===== src/design/ufic_map.svh =====
// Offsets, field positions and timing constants of the frame index counter.
// Assumes inclusion by bare name from the design files.
`ifndef UFIC_MAP_SVH
`define UFIC_MAP_SVH
`define UFIC_FRAME_INDEX_OFFSET 8'h2c
`define UFIC_FRAME_INDEX_RESET  32'h00000000
`define UFIC_CNT_WIDTH          14
`define UFIC_SOF_LSB            3
`define UFIC_SOF_MSB            13
`define UFIC_IDX_LSB            3
`define UFIC_MICROFRAME_NS      125000
`define UFIC_CLK_PERIOD_NS      8
`define UFIC_MICROFRAME_CYCLES  (`UFIC_MICROFRAME_NS / `UFIC_CLK_PERIOD_NS)
`define UFIC_LSS_1024           2'h0
`define UFIC_LSS_512            2'h1
`define UFIC_LSS_256            2'h2
`define UFIC_IDX_MSB_1024       12
`define UFIC_IDX_MSB_512        11
`define UFIC_IDX_MSB_256        10
`endif


===== src/design/ufic_pkg.sv =====
// Types shared by the frame index counter files.
// Assumes ufic_map.svh on the include path.
`include "ufic_map.svh"
package ufic_pkg;
	typedef logic [`UFIC_CNT_WIDTH-1:0] ufic_count_t;
	typedef logic [10:0]                ufic_sof_t;
	typedef logic [9:0]                 ufic_index_t;
	typedef logic [31:0]                ufic_word_t;
endpackage


===== src/design/ufic_timebase.sv =====
// Microframe tick generator: one-cycle pulse at the end of each microframe.
// Assumes sys_clk at the rate behind UFIC_CLK_PERIOD_NS and a synchronised reset.
`timescale 1ns/1ps
`include "ufic_map.svh"
module ufic_timebase #(
	parameter int CYCLES = `UFIC_MICROFRAME_CYCLES
) (
	input  wire logic sys_clk,
	input  wire logic rstSync_n,
	input  wire logic running,
	output logic      tick
);
	logic [31:0] count;
	logic [31:0] next_count;
	logic        next_tick;

	always_comb begin
		next_count = count;
		next_tick  = 1'b0;
		// Clear phase to zero while stopped so the first microframe after run is full length
		if (!running) begin
			next_count = 32'h0;
		end else if (count == 32'(CYCLES - 1)) begin
			next_count = 32'h0;
			next_tick  = 1'b1;
		end else begin
			next_count = count + 32'h1;
		end
	end

	always_ff @(posedge sys_clk or negedge rstSync_n) begin
		if (!rstSync_n) begin
			count <= 32'h0;
			tick  <= 1'b0;
		end else begin
			count <= next_count;
			tick  <= next_tick;
		end
	end
endmodule


===== src/design/ufic_frame_index.sv =====
// Frame index counter of the enhanced host controller, with its register port.
// Assumes a simple register port: regAddr/regWrite/regWdata, regRead/regRdata.
// The run/stop and halted bits come from the command and status registers outside.
`timescale 1ns/1ps
`include "ufic_map.svh"
//
// Behaviour
// - Counter increments once per 125 us microframe while running.
// - 14-bit counter in bits 13:0, upper bits reserved, resets to zero.
// - Counter bits 13:3 form the start-of-frame frame number.
// - Counter bits N:3 index the periodic frame list.
// - List size select 00/01/10 gives N of 12/11/10; 11 reserved.
// - Each list entry is used for eight consecutive microframes.
// - Writes take effect only while the halted flag is set.
// - A written value appears in later start-of-frame frame numbers.
module ufic_frame_index #(
	parameter int MICROFRAME_CYCLES = `UFIC_MICROFRAME_CYCLES
) (
	input  wire logic               sys_clk,
	input  wire logic               reset_n,
	input  wire logic               run_stop_bit,
	input  wire logic               halted_flag,
	input  wire logic [1:0]         list_size_select,
	input  wire logic [7:0]         regAddr,
	input  wire logic               regWrite,
	input  wire logic               regRead,
	input  wire ufic_pkg::ufic_word_t regWdata,
	output ufic_pkg::ufic_word_t    regRdata,
	output ufic_pkg::ufic_sof_t     sofFrameNumber,
	output ufic_pkg::ufic_index_t   listIndex,
	output logic                    microframeTick
);
	import ufic_pkg::*;

	logic        rstMeta_n;
	logic        rstSync_n;
	logic        tick;
	ufic_count_t frame_index_counter;
	ufic_count_t next_frame_index_counter;
	ufic_word_t  next_regRdata;
	ufic_sof_t   next_sofFrameNumber;
	ufic_index_t next_listIndex;

	// Reset released through two flops
	// Keeps the release edge away from the clock edge of every counter flop
	always_ff @(posedge sys_clk or negedge reset_n) begin
		if (!reset_n) begin
			rstMeta_n <= 1'b0;
			rstSync_n <= 1'b0;
		end else begin
			rstMeta_n <= 1'b1;
			rstSync_n <= rstMeta_n;
		end
	end

	ufic_timebase #(
		.CYCLES (MICROFRAME_CYCLES)
	) u_timebase (
		.sys_clk   (sys_clk),
		.rstSync_n (rstSync_n),
		.running   (run_stop_bit),
		.tick      (tick)
	);

	// index width from list size; reserved code treated as 1024
	function automatic ufic_index_t list_index_of(input ufic_count_t cnt, input logic [1:0] sel);
		ufic_index_t idx;
		idx = cnt[`UFIC_IDX_MSB_1024:`UFIC_IDX_LSB];
		case (sel)
			`UFIC_LSS_1024: idx = cnt[`UFIC_IDX_MSB_1024:`UFIC_IDX_LSB];
			`UFIC_LSS_512:  idx = {1'b0, cnt[`UFIC_IDX_MSB_512:`UFIC_IDX_LSB]};
			`UFIC_LSS_256:  idx = {2'b00, cnt[`UFIC_IDX_MSB_256:`UFIC_IDX_LSB]};
			default:        idx = cnt[`UFIC_IDX_MSB_1024:`UFIC_IDX_LSB];
		endcase
		return idx;
	endfunction

	// Address decode shared by write, read and the checks
	function automatic logic hits_frame_index(input logic [7:0] addr);
		return addr == `UFIC_FRAME_INDEX_OFFSET;
	endfunction

	always_comb begin
		next_frame_index_counter = frame_index_counter;
		if (regWrite && hits_frame_index(regAddr) && halted_flag) begin
			next_frame_index_counter = regWdata[`UFIC_CNT_WIDTH-1:0];
		end else if (tick) begin
			next_frame_index_counter = frame_index_counter + ufic_count_t'(1);
		end
		// frame number follows the stored counter
		next_sofFrameNumber = next_frame_index_counter[`UFIC_SOF_MSB:`UFIC_SOF_LSB];
		// low three bits excluded, so each entry repeats eight times
		next_listIndex = list_index_of(next_frame_index_counter, list_size_select);
		next_regRdata  = 32'h0;
		// reserved bits read as zero; unmapped reads return zero
		if (regRead && hits_frame_index(regAddr)) begin
			next_regRdata = ufic_word_t'(frame_index_counter);
		end
	end

	always_ff @(posedge sys_clk or negedge rstSync_n) begin
		if (!rstSync_n) begin
			frame_index_counter <= `UFIC_CNT_WIDTH'(`UFIC_FRAME_INDEX_RESET);
			regRdata            <= `UFIC_FRAME_INDEX_RESET;
			sofFrameNumber      <= ufic_sof_t'(`UFIC_FRAME_INDEX_RESET >> `UFIC_SOF_LSB);
			listIndex           <= ufic_index_t'(`UFIC_FRAME_INDEX_RESET >> `UFIC_IDX_LSB);
			microframeTick      <= 1'b0;
		end else begin
			frame_index_counter <= next_frame_index_counter;
			regRdata            <= next_regRdata;
			sofFrameNumber      <= next_sofFrameNumber;
			listIndex           <= next_listIndex;
			microframeTick      <= tick;
		end
	end

	AST_WRITE_WHEN_HALTED: assert property (@(posedge sys_clk) disable iff (!rstSync_n)
		(regWrite && hits_frame_index(regAddr) && halted_flag)
		|=> (frame_index_counter == $past(regWdata[`UFIC_CNT_WIDTH-1:0])))
		else $error("halted write not stored");

	AST_NO_WRITE_RUNNING: assert property (@(posedge sys_clk) disable iff (!rstSync_n)
		(regWrite && !halted_flag && !tick)
		|=> $stable(frame_index_counter))
		else $error("write accepted while not halted");

	AST_SOF_AFTER_WRITE: assert property (@(posedge sys_clk) disable iff (!rstSync_n)
		(regWrite && hits_frame_index(regAddr) && halted_flag)
		|=> (sofFrameNumber == $past(regWdata[`UFIC_SOF_MSB:`UFIC_SOF_LSB])))
		else $error("frame number ignores written value");

	AST_INCREMENT: assert property (@(posedge sys_clk) disable iff (!rstSync_n)
		(tick && !regWrite)
		|=> (frame_index_counter == $past(frame_index_counter) + ufic_count_t'(1)))
		else $error("counter did not advance on microframe");

	AST_HOLD: assert property (@(posedge sys_clk) disable iff (!rstSync_n)
		(!tick && !regWrite)
		|=> $stable(frame_index_counter))
		else $error("counter moved without microframe");

	AST_NO_TICK_STOPPED: assert property (@(posedge sys_clk) disable iff (!rstSync_n)
		!run_stop_bit
		|=> !tick)
		else $error("microframe ended while stopped");

	// microframes well apart
	// Assumes a microframe of at least eight clocks, true of any real setting
	AST_TICK_SPACING: assert property (@(posedge sys_clk) disable iff (!rstSync_n)
		tick
		|=> (!tick) [*7])
		else $error("microframes too close together");

	AST_TICK_OUT: assert property (@(posedge sys_clk) disable iff (!rstSync_n)
		(microframeTick && !$past(regWrite && hits_frame_index(regAddr) && halted_flag))
		|-> (frame_index_counter == $past(frame_index_counter) + ufic_count_t'(1)))
		else $error("tick pulse without counter step");

	AST_WRAP: assert property (@(posedge sys_clk) disable iff (!rstSync_n)
		(tick && !regWrite && frame_index_counter == '1)
		|=> (frame_index_counter == '0))
		else $error("counter did not wrap");

	AST_SOF: assert property (@(posedge sys_clk) disable iff (!rstSync_n)
		sofFrameNumber == frame_index_counter[`UFIC_SOF_MSB:`UFIC_SOF_LSB])
		else $error("frame number mismatch");

	AST_INDEX_1024: assert property (@(posedge sys_clk) disable iff (!rstSync_n)
		($past(list_size_select) == `UFIC_LSS_1024)
		|-> (listIndex == frame_index_counter[`UFIC_IDX_MSB_1024:`UFIC_IDX_LSB]))
		else $error("1024 entry index wrong");

	AST_INDEX_RESERVED: assert property (@(posedge sys_clk) disable iff (!rstSync_n)
		!($past(list_size_select) inside {`UFIC_LSS_1024, `UFIC_LSS_512, `UFIC_LSS_256})
		|-> (listIndex == frame_index_counter[`UFIC_IDX_MSB_1024:`UFIC_IDX_LSB]))
		else $error("reserved size index wrong");

	AST_INDEX_256: assert property (@(posedge sys_clk) disable iff (!rstSync_n)
		($past(list_size_select) == `UFIC_LSS_256)
		|-> (listIndex == ufic_index_t'(frame_index_counter[`UFIC_IDX_MSB_256:`UFIC_IDX_LSB])))
		else $error("256 entry index wrong");

	AST_INDEX_512: assert property (@(posedge sys_clk) disable iff (!rstSync_n)
		($past(list_size_select) == `UFIC_LSS_512)
		|-> (listIndex == ufic_index_t'(frame_index_counter[`UFIC_IDX_MSB_512:`UFIC_IDX_LSB])))
		else $error("512 entry index wrong");

	AST_INDEX_REPEAT: assert property (@(posedge sys_clk) disable iff (!rstSync_n)
		(tick && !regWrite && frame_index_counter[`UFIC_IDX_LSB-1:0] != '1 && $stable(list_size_select))
		|=> $stable(listIndex))
		else $error("list entry left early");

	AST_READBACK: assert property (@(posedge sys_clk) disable iff (!rstSync_n)
		(regRead && hits_frame_index(regAddr))
		|=> (regRdata == ufic_word_t'($past(frame_index_counter))))
		else $error("read data wrong");

	AST_RESERVED_ZERO: assert property (@(posedge sys_clk) disable iff (!rstSync_n)
		(regRdata >> `UFIC_CNT_WIDTH) == '0)
		else $error("reserved bits not zero");

	AST_RDATA_IDLE: assert property (@(posedge sys_clk) disable iff (!rstSync_n)
		!(regRead && hits_frame_index(regAddr))
		|=> (regRdata == '0))
		else $error("read data without read");
endmodule


===== config.mk =====
export PLATFORM = sky130hd
export DESIGN_NAME = ufic_frame_index
export DESIGN_NICKNAME = d
export VERILOG_FILES = /design/src/design/ufic_pkg.sv /design/src/design/ufic_timebase.sv /design/src/design/ufic_frame_index.sv
export VERILOG_INCLUDE_DIRS = /design/src /design/src/design
export SDC_FILE = /design/constraint.sdc
export NUM_CORES = 1
export LEC_CHECK = 0
export ABC_AREA = 1
export ABC_CLOCK_PERIOD_IN_PS = 2200
export BUFFER_PORTS_ARGS = -buffer_cell sky130_fd_sc_hd__buf_2
export CAP_MARGIN = 20
export CORE_MARGIN = 5
export CORE_UTILIZATION = 30
export CTS_BUF_LIST = sky130_fd_sc_hd__clkbuf_4
export CTS_CLUSTER_SIZE = 20
export DETAILED_ROUTE_END_ITERATION = 6
export PLACE_DENSITY = 0.58
export SLEW_MARGIN = 5
export SYNTH_ARGS = -nofsm -noshare
export SYNTH_HDL_FRONTEND = slang
export SYNTH_SLANG_ARGS = --single-unit

===== constraint.sdc =====
create_clock -name sys_clk -period 2.2 [get_ports sys_clk]
set_input_delay 0.22 -clock sys_clk [delete_from_list [all_inputs] [get_ports sys_clk]]
set_output_delay 0.22 -clock sys_clk [all_outputs]
set_load 0.005 [all_outputs]

==> flow_metrics.env, run 1 <==
export IMPL_final_period_utilization_pct=78.8
export IMPL_synthXorXnorAreaFrac_pct=4.34
export IMPL_wirelength_mm=9.04
export IMPL_maxCapViolCount=0
export IMPL_vias=3235
export IMPL_clock_skew_ns=0.00696
export IMPL_track_usage_pct=12.7
export IMPL_crit_fanout=8
export IMPL_yosysSeqAreaShare_pct=43.1
export IMPL_cts_hold_buf=3
export IMPL_synth_ff_type="dfrtp_1"
export IMPL_met2_usage_pct=21.1
export IMPL_synth_simple_gate_area_share_pct=35.8
export IMPL_numCtsBuffers=9
export IMPL_antenna_found_initial=0
export IMPL_setup_viol=0
export IMPL_slowest_stage="dfrtp_1"
export IMPL_rsz0062_at_grt="false"
export IMPL_synth_area_mux_share_pct=0
export IMPL_htreeDepth=3
export IMPL_synth_area_leaders="dfrtp_1 43%, nand2_1 14%, nor2_1 9.8%"
export IMPL_ys_ff_latch=66
export IMPL_die_area_mm2=0.0151
export IMPL_core_area_mm2=0.0126
export IMPL_cts_setup_buffers=0
export IMPL_cts_root_buf="clkbuf_4"
export IMPL_clk_latency_ns=0.40
export IMPL_path_clk_slew_ns=0.12
export IMPL_grt_pass1_vias=3322
export IMPL_post_synth_top_area_cell="dfrtp_1"
export IMPL_max_stage_delay_ns=0.53
export IMPL_clock_path_buffers=2
export IMPL_cp_required_ns=2.49
export IMPL_synth_compound_area_share_pct=2.42
export IMPL_drc=0
export IMPL_cpMostUsedCell="nor2_1"
export IMPL_drive_gt1_share_pct=19.0
export IMPL_first_pass_iters=4
export IMPL_path_class="reg -> reg"
export IMPL_grt_max_degree=65
export IMPL_ant_nets=0
export IMPL_cts_sinks=66
export IMPL_viasPerCell=4.31
export IMPL_nNetsFinal=626
export IMPL_synthTopCellsByCount="144 x nand2_1, 100 x nor2_1, 66 x dfrtp_1, 46 x inv_1, 37 x buf_4"
export IMPL_endpoint_kind="flip-flop"
export IMPL_synth_async_reset_ratio_pct=100
export IMPL_die_y_um=123
export IMPL_start_util_pct=30.5
export IMPL_syn_area_mm2=0.00383
export IMPL_grt_pass1_wl_mm=15.3
export IMPL_port_buffers=65
export IMPL_synth_top_family_by_area="simple AND/OR/NAND/NOR gates"
export IMPL_top_usage_layer="met2"
export IMPL_die_x_um=123
export IMPL_grt_use_met3_pct=3.34
export IMPL_area_growth_pct=13.8
export IMPL_grt_use_met1_pct=16.4
export IMPL_syn_inst=517
export IMPL_outcome="finished clean"
export IMPL_combinationalPowerShare_pct=6.2
export IMPL_max_freq_mhz=577
export IMPL_pwr_share_clk_pct=39.9
export IMPL_antenna_cells=0
export IMPL_crit_arrival_ns=2.02
export IMPL_rrSetupSlack_ns=0.47
export IMPL_synthMostInstantiatedCell="nand2_1"
export IMPL_drv_slew=0
export IMPL_grt_overflow_total=0
export IMPL_avgSynthCellArea_um2=7.41
export IMPL_power_per_cell_area_mw_per_mm2=532
export IMPL_min_period_ns=1.73
export IMPL_synthDistinctLibCells=28
export IMPL_seqPwrFrac_pct=53.9
export IMPL_intPower_mw=1.75
export IMPL_holdCritPathClass="in -> reg"
export IMPL_io_pins=102
export IMPL_hold_viol=0
export IMPL_placementRows=41
export IMPL_post_cts_resized=0
export IMPL_whs_ns=0.0253
export IMPL_synth_edf_count=0
export IMPL_p_leak_nw=2.13
export IMPL_crit_path_start_kind="flip-flop"
export IMPL_fin_setup_tns_ns=0
export IMPL_irDropWorstVdd_v=0.000266
export IMPL_wl_per_cell_um=12.0
export IMPL_fillers=1355
export IMPL_cts_tree="built"
export IMPL_dp_hpwl_mm=6.89
export IMPL_ys_warn_count=0
export IMPL_synth_top_area_share_pct=43.1
export IMPL_place_gp_congestion=0.907
export IMPL_swShare_pct=24.5
export IMPL_crit_chain="ha_1 > inv_1 > nor2_4 > nand2_1 > nor2_1 > xnor2_1 > nor2_1"
export IMPL_switchingPower_mw=0.569
export IMPL_synthAdderAreaFrac_pct=1.31
export IMPL_drt_iter0_drc=100
==> critical path: cells and delay by family, from the launching register on <==
kind	cells	cell delay, ns
XOR/XNOR	1	0.13
adder cells (fa/ha/maj)	1	0.26
buffers and inverters	1	0.12
flip-flops	1	0.53
AND/OR/NAND/NOR	4	0.58
==> state kept, by name, indices dropped and copies added (netlist names) <==
signal	cells
rstSync_n	1
frame_index_counter	6
u_timebase.tick	1
listIndex	10
u_timebase.count	32
microframeTick	1
regRdata	14
rstMeta_n	1
==> path summary, 6_finish.rpt <==
path / startpoint / to / cells past startpoint
worst min-delay path: regWdata[11] / frame_index_counter[11] / 3
max in group asynchronous: rstSync_n / regRdata[10] / 1
worst max register to register: u_timebase.count[0] / u_timebase.count[16] / 7
worst min register to register: rstSync_n / microframeTick / 1
worst max-delay path: u_timebase.count[0] / u_timebase.count[16] / 7
min in group asynchronous: reset_n / rstSync_n / 2
==> final cells by class <==
class                   count  area (µm²)  area share (%)
flip-flops and latches     66        1650            37.9
repair buffers             71         390            8.96
inverters                  51         191            4.39
clock buffers              10        75.1            1.72
well taps                 172         215            4.94
multi-input cells         375        1750            40.2
clock inverters             6        81.3            1.87
==> power by group through the flow <==
| stage | sequential (mW) | combinational (mW) | clock [mW] |
|---|---|---|---|
| floorplan | 1.28 | 0.0990 | 0 |
| global placement | 1.27 | 0.141 | 0 |
| detailed placement | 1.27 | 0.142 | 0 |
| CTS | 1.25 | 0.146 | 0.957 |
| global route | 1.25 | 0.168 | 1.01 |
| finish | 1.25 | 0.144 | 0.926 |
==> per-layer routing <==
metal	vias to the layer above	share of wire (%)
li1	1652	-
met1	1482	47
met2	88	47
met3	13	5.4
met4	0	1.4
met5	-	0
==> cell families after synthesis <==
kind of cell               after synthesis
and+or+nand+nor                        317
buffers and inverters                   93
DFF                                     66
xor gates and xnor gates                19
AOI/OAI and AO/OA                       16
adders and majority gates                4
other                                    2
==> per-stage QoR <==
| stage | utilization (%) | total power [mW] | worst slack, ns | area (µm²) | instances |
|---|---|---|---|---|---|
| 3_3_place_gp | 33.2 | 1.41 | 0.523 | 4170 | 732 |
| 3_5_place_dp | 33.2 | 1.41 | 0.502 | 4170 | 732 |
| 2_1_floorplan | - | 1.38 | 0.226 | 3890 | 534 |
| 6_report | 34.7 | 2.32 | 0.465 | 4360 | 751 |
| 4_1_cts | 34.7 | 2.35 | 0.473 | 4360 | 751 |
| 5_1_grt | 34.7 | 2.43 | 0.241 | 4360 | 751 |
==> placed cells by master, fill, tap and decap left out, types with 4 or more instances in the layout <==
master,instances
inv_1,46
nor2_1,100
buf_2,65
nor2_4,7
xor2_1,12
a21oi_1,4
inv_2,4
xnor2_1,7
clkbuf_4,10
a21o_1,4
nand4_1,4
nand3_1,35
dfrtp_1,65
nand2_2,6
nor3_1,10
nand2_1,144
o21ai_0,4
ha_1,4
conb_1,19
nor2_2,7
Note: power is estimated with default switching activity, not from simulation.
==> run 2, diff against run 1 <==
- ABC_AREA: 1 -> 0
- ABC_CLOCK_PERIOD_IN_PS: 2200 -> 1600
- PLACE_DENSITY: 0.58 -> 0.59
- clock period: 2.2 -> 1.6 ns (I/O delays scaled with it)
==> run 2 against run 1 <==
The flow now finishes with violations (setup timing); critical path depth shrank 3; sequential share of layout area shrank 4.9 points; sequential power grew 40%; combinational power grew to 2.6 times the previous value; critical path type unchanged; largest power group unchanged.
==> flow_metrics.env, run 2 <==
export IMPL_outcome="finished, violations left"
export IMPL_violations="setup timing"
export IMPL_wl_per_cell_um=14.6
export IMPL_path_class="reg -> reg"
export IMPL_pwr_share_clk_pct=37.7
export IMPL_nNetsFinal=552
export IMPL_grt_pass1_vias=3127
export IMPL_die_y_um=117
export IMPL_post_synth_top_area_cell="dfrtp_1"
export IMPL_largestRegisters="u_timebase.count (32), regRdata (14), listIndex (10)"
export IMPL_antenna_cells=0
export IMPL_maxCapViolCount=0
export IMPL_final_cell_mix="68 x buf_4, 65 x buf_2, 63 x dfrtp_1"
export IMPL_clk_latency_ns=0.41
export IMPL_clock_skew_ns=0.0191
export IMPL_swShare_pct=25.7
export IMPL_switchingPower_mw=0.872
export IMPL_cts_root_buf="clkbuf_4"
export IMPL_clock_path_buffers=2
export IMPL_synthTopCellsByCount="66 x dfrtp_1, 37 x buf_4, 34 x a21oi_1, 30 x nor2_1, 18 x nand2_1"
export IMPL_grt_overflow_total=0
export IMPL_p_leak_nw=2.23
export IMPL_dp_hpwl_mm=5.98
export IMPL_die_area_mm2=0.0137
export IMPL_irDropWorstVdd_v=0.000349
export IMPL_numCtsBuffers=9
export IMPL_area_growth_pct=45.4
export IMPL_syn_inst=362
export IMPL_cp_required_ns=1.94
export IMPL_fin_util_pct=44.2
export IMPL_final_period_utilization_pct=114
export IMPL_drt_iter0_drc=114
export IMPL_synth_ff_type="dfrtp_1"
export IMPL_grt_max_degree=65
export IMPL_min_period_ns=1.82
export IMPL_power_per_cell_area_mw_per_mm2=678
export IMPL_ant_nets=0
export IMPL_htreeDepth=3
export IMPL_path_clk_slew_ns=0.13
export IMPL_intPower_mw=2.52
export IMPL_antenna_found_initial=0
export IMPL_critPathTopFamily="simple AND/OR/NAND/NOR gates"
export IMPL_vias=3162
export IMPL_fin_setup_tns_ns=-5.81
export IMPL_avgSynthCellArea_um2=9.52
export IMPL_rrSetupSlack_ns=-0.22
export IMPL_synth_area_leaders="dfrtp_1 48%, buf_4 8.1%, a21oi_1 4.9%"
export IMPL_holdCritPathClass="in -> reg"
export IMPL_synth_async_reset_ratio_pct=100
export IMPL_startpoint="u_timebase.count[8]"
export IMPL_combinationalPowerShare_pct=10.8
export IMPL_grt_pass1_wl_mm=15.3
export IMPL_slowest_stage="or4_4"
export IMPL_syn_area_mm2=0.00344
export IMPL_drc=0
export IMPL_cts_sinks=66
export IMPL_wirelength_mm=9.44
export IMPL_port_buffers=65
export IMPL_io_pins=102
export IMPL_reg2reg_from="u_timebase.count[8]"
export IMPL_synthDistinctLibCells=33
export IMPL_synth_top_area_share_pct=47.9
export IMPL_start_util_pct=30.4
export IMPL_hold_viol=0
export IMPL_cts_tree="built"
export IMPL_rr_endpoint="u_timebase.count[21]"
export IMPL_core_area_mm2=0.0113
export IMPL_top_register="u_timebase.count"
export IMPL_totalPowerFinal_mw=3.39
export IMPL_largest_register_ffs=32
export IMPL_max_stage_delay_ns=0.56
export IMPL_worstHoldEndpoint="listIndex[6]"
export IMPL_rsz0062_at_grt="true"
export IMPL_hold_depth=3
export IMPL_yosysSeqAreaShare_pct=47.9
export IMPL_drv_slew=0
export IMPL_first_pass_iters=4
export IMPL_endpoint_kind="flip-flop"
export IMPL_placementRows=39
export IMPL_crit_buf_inv=0
export IMPL_viasPerCell=4.88
export IMPL_synth_edf_count=0
export IMPL_fin_ws_ns=-0.221
export IMPL_pre_cts_ws_ns=-0.223
export IMPL_place_gp_congestion=0.786
export IMPL_crit_fanout=6
export IMPL_hp_start="regWdata[9]"
export IMPL_crit_arrival_ns=2.16
export IMPL_crit_chain="nand3_4 > or4_4 > or4_1 > a21oi_1"
export IMPL_max_freq_mhz=549
export IMPL_drive_gt1_share_pct=43.0
export IMPL_final_common_cell="buf_4"
export IMPL_die_x_um=117
export IMPL_ys_warn_count=0
export IMPL_r2r_cells=4
export IMPL_crit_path_start_kind="flip-flop"
export IMPL_track_usage_pct=14.1
export IMPL_synthMostInstantiatedCell="dfrtp_1"
export IMPL_setup_viol=32
export IMPL_ys_ff_latch=66
export IMPL_seqPwrFrac_pct=51.4
-- run 2: cell count changes after synthesis, sizes merged, moves of 8 or more --
cell	before	now
or4	0	14
nand3	35	14
nand2	151	18
clkbuf	3	13
a21oi	4	34
or3	0	8
o31ai	0	12
xnor2	7	16
inv	50	11
nor4	0	13
and2	0	14
nand4	4	16
nor2	115	30
-- run 2: worst min-delay path: stages --
cell and delay, ns:
buf_2 0.08, nor2_1 0.05, a21oi_1 0.12
-- run 2: layer usage --
metal	global-route usage, %	routed length, µm	vias up
met5	0	0	-
met4	5.20	189	0
li1	-	-	1513
met3	3.24	427	17
met1	18.1	3980	1535
met2	23.3	4840	97
-- run 2: metrics by stage --
step           instance area [µm²]  std cells  hold slack [ns]
6_report                      5010        648           0.0335
5_1_grt                       5010        648          0.00583
4_1_cts                       4750        644          0.00720
3_5_place_dp                  4250        603          -0.0504
3_3_place_gp                  4250        603          -0.0551
2_1_floorplan                 3590        379           -0.136
-- run 2: worst max-delay path by stage --
stage	to	slack (ns)	cells past startpoint
3_3_place_gp	u_timebase.count[10]	-0.21	5
4_1_cts	u_timebase.count[25]	-0.23	4
5_1_grt	u_timebase.count[19]	-0.32	8
3_5_place_dp	u_timebase.count[15]	-0.22	5
2_1_floorplan	u_timebase.count[27]	-0.34	7
6_report	u_timebase.count[21]	-0.22	4
-- run 2: power by group through the flow --
stage | clock [mW] | combinational [mW] | sequential [mW]
floorplan | 0 | 0.185 | 1.79
global placement | 0 | 0.275 | 1.77
detailed placement | 0 | 0.277 | 1.78
CTS | 1.31 | 0.332 | 1.75
global route | 1.39 | 0.408 | 1.75
finish | 1.28 | 0.368 | 1.75
-- run 2: what timing repair did --
item	in CTS	in global routing
buffers inserted	6	4
pin swaps	19	11
gates resized for setup	16	53
hold buffers	15	0
endpoints found under the hold margin	17	0
endpoints found under the setup margin	33	36
gates cloned	4	1
-- run 2: logic make-up after synthesis --
| kind of cell | count (synthesis) | synth area share, % |
|---|---|---|
| adders and majority gates | 4 | 1.45 |
| muxes | 1 | 0.291 |
| xor gates and xnor gates | 25 | 6.36 |
| and+or+nand+nor | 146 | 23.6 |
| buffers and inverters | 63 | 11.2 |
| DFF | 66 | 47.9 |
| other | 2 | 0.218 |
| AOI/OAI and AO/OA | 55 | 8.90 |
-- run 2: cell type report --
| type | count | area [µm²] |
|---|---|---|
| Fill cell | 1086 | 6310 |
| Multi-Input combinational cell | 252 | 1790 |
| Sequential cell | 66 | 1660 |
| Timing Repair Buffer | 160 | 1180 |
| Tap cell | 143 | 179 |
| Clock inverter | 7 | 93.8 |
| Clock buffer | 9 | 67.6 |
| Inverter | 11 | 41.3 |
==> run 3, diff against run 2 <==
- HOLD_SLACK_MARGIN: default -> 0.15
- RECOVER_POWER: default -> 25
- SYNTH_HIERARCHICAL: default -> 1
==> run 3 against run 2 <==
The run still ends with setup timing left; wire length shrank 8.4%; global-route usage shrank 2.0 points; clock power shrank 28%; critical path type unchanged; die area grew 4.0%; hold slack gained 0.18 ns; cell count shrank 4.0%; critical endpoint is now u_timebase/count[21]; cell area shrank 7.6%; maximum frequency grew 7.1%; sequential share of layout area grew 2.8 points; synthesized cell count shrank 1.4%; synthesized area grew 4.4%.
==> flow_metrics.env, run 3 <==
export IMPL_outcome="finished, violations left"
export IMPL_violations="setup timing"
export IMPL_first_pass_iters=4
export IMPL_syn_area_mm2=0.00359
export IMPL_synth_edf_count=0
export IMPL_synth_ff_type="dfrtp_1"
export IMPL_fin_ws_ns=-0.100
export IMPL_fin_util_pct=39.0
export IMPL_crit_arrival_ns=2.04
export IMPL_core_area_mm2=0.0119
export IMPL_drc=0
export IMPL_syn_inst=357
export IMPL_crit_fanout=5
export IMPL_switchingPower_mw=0.810
export IMPL_synthTopCellsByCount="66 x dfrtp_1, 38 x buf_4, 31 x nor2_1, 28 x a21oi_1, 22 x nand4_1"
export IMPL_start_util_pct=30.3
export IMPL_die_y_um=119
export IMPL_min_period_ns=1.70
export IMPL_pwr_share_clk_pct=30.8
export IMPL_pre_cts_ws_ns=-0.0983
export IMPL_design_area_mm2=0.00463
export IMPL_avgSynthCellArea_um2=10.1
export IMPL_maxCapViolCount=0
export IMPL_drv_slew=0
export IMPL_area_growth_pct=28.7
export IMPL_path_class="reg -> reg"
export IMPL_port_buffers=65
export IMPL_clk_latency_ns=0.41
export IMPL_numCtsBuffers=9
export IMPL_ys_ff_latch=66
export IMPL_die_x_um=119
export IMPL_ys_warn_count=6
export IMPL_io_pins=102
export IMPL_wl_per_cell_um=13.9
export IMPL_antenna_cells=0
export IMPL_tightestPinTransition_ns=1.06
export IMPL_placementRows=40
export IMPL_vias=3015
export IMPL_grt_pass1_wl_mm=14.3
export IMPL_clock_skew_ns=0.0103
export IMPL_largest_register_ffs=32
export IMPL_intPower_mw=2.19
export IMPL_seqPwrFrac_pct=58.2
export IMPL_cts_root_buf="clkbuf_4"
export IMPL_post_synth_top_area_cell="dfrtp_1"
export IMPL_combinationalPowerShare_pct=11.0
export IMPL_track_usage_pct=12.2
export IMPL_synthMostInstantiatedCell="dfrtp_1"
export IMPL_drive_gt1_share_pct=37.5
export IMPL_synth_async_reset_ratio_pct=100
export IMPL_p_leak_nw=2.12
export IMPL_htreeDepth=3
export IMPL_power_per_cell_area_mw_per_mm2=649
export IMPL_path_clk_slew_ns=0.11
export IMPL_slew_headroom_pct=29.6
export IMPL_endpoint_kind="flip-flop"
export IMPL_ant_nets=0
export IMPL_irDropWorstVdd_v=0.000495
export IMPL_crit_path_start_kind="flip-flop"
export IMPL_wirelength_mm=8.65
export IMPL_antenna_found_initial=0
export IMPL_grt_max_degree=42
export IMPL_cts_tree="built"
export IMPL_die_area_mm2=0.0143
export IMPL_dp_hpwl_mm=6.16
export IMPL_placed_area_mm2=0.00419
export IMPL_grt_overflow_total=0
export IMPL_drt_iter0_drc=82
export IMPL_grt_pass1_vias=3021
export IMPL_nNetsFinal=522
export IMPL_cp_required_ns=1.94
export IMPL_dp_cells=584
export IMPL_finalNonFillerCells=622
export IMPL_cts_sinks=66
export IMPL_viasPerCell=4.85
export IMPL_max_freq_mhz=588
export IMPL_clock_path_buffers=2
export IMPL_holdCritPathClass="in -> reg"
export IMPL_whs_ns=0.213
export IMPL_swShare_pct=27.0
export IMPL_synth_top_area_share_pct=45.9
export IMPL_synth_area_leaders="dfrtp_1 46%, buf_4 7.9%, xor2_1 4.1%"
export IMPL_yosysSeqAreaShare_pct=45.9
export IMPL_final_common_cell="buf_2"
export IMPL_rsz0062_at_grt="true"
export IMPL_fillers=1128
export IMPL_place_gp_congestion=0.806
export IMPL_final_period_utilization_pct=106
export IMPL_final_cell_mix="65 x buf_2, 62 x dfrtp_1, 47 x buf_4"
export IMPL_top_register="u_timebase/count"
export IMPL_synthDistinctLibCells=42
export IMPL_largestRegisters="u_timebase/count (32), regRdata (14), listIndex (10)"
export IMPL_setup_viol=33
export IMPL_hold_viol=0
## run 3: worst paths after layout
path / from / end / slack (ns) / cells after the start
worst max register to register: u_timebase/count[9] / u_timebase/count[21] / -0.10 / 4
worst min register to register: rstMeta_n / rstSync_n / 0.38 / 0
max in group asynchronous: rstSync_n / u_timebase/count[5] / 0.33 / 1
worst min-delay path: regWrite / listIndex[9] / 0.21 / 4
min in group asynchronous: rstSync_n / microframeTick / 0.54 / 1
worst max-delay path: u_timebase/count[9] / u_timebase/count[21] / -0.10 / 4
## run 3: power by group through the flow
stage	clock (mW)	combinational, mW	sequential [mW]
2_1_floorplan	0	0.189	1.80
3_3_place_gp	0	0.282	1.78
3_5_place_dp	0	0.285	1.78
4_1_cts	0.971	0.332	1.75
5_1_grt	1.03	0.369	1.75
6_report	0.924	0.330	1.75
## run 3: area by class of cell
type	instances	area [µm²]	share of cell area, %
clock inverter	6	33.8	0.730
timing repair buffer	139	956	20.7
tap	147	184	3.98
sequential	66	1660	35.8
multi-input combinational	248	1700	36.7
clock buffer	10	75.1	1.62
inverter	6	22.5	0.487
## run 3: cell families after synthesis
| kind of cell | Yosys count | synth area share (%) |
|---|---|---|
| muxes | 1 | 0.278 |
| DFF | 66 | 45.9 |
| xor gates and xnor gates | 26 | 6.33 |
| and+or+nand+nor | 146 | 25.5 |
| buffers and inverters | 60 | 11.9 |
| AOI/OAI and AO/OA | 52 | 8.35 |
| other | 2 | 0.209 |
| adders and majority gates | 4 | 1.39 |
## run 3: critical path, cell delays in order (launching register included)
cell and delay (ns):
dfrtp_1 0.41, nand4_1 0.16, or4_4 0.59, or3_1 0.34
a21oi_2 0.13
## run 3: per-layer routing
| metal | up-vias | GRT usage, % | wire length [µm] |
|---|---|---|---|
| met4 | 0 | 4.51 | 97 |
| met2 | 87 | 19.5 | 4190 |
| li1 | 1450 | - | - |
| met5 | - | 0 | 0 |
| met3 | 7 | 2.47 | 455 |
| met1 | 1471 | 16.2 | 3900 |
## run 3: repair_timing
item                                    in CTS  in global routing
endpoints found under the hold margin       19                  0
pin swaps                                   14                  3
hold buffers                                17                  0
endpoints found under the setup margin      33                 35
gates cloned                                 2                  0
gates resized for setup                     19                 20
buffers inserted                             1                  2
## run 3: per-stage QoR
stage	total power, mW	TNS (ns)
after global placement	2.06	-1.98
final	3.00	-2.41
after floorplan	1.99	-0.0231
after global routing	3.16	-6.22
after detailed placement	2.06	-2.21
after CTS	3.05	-2.95
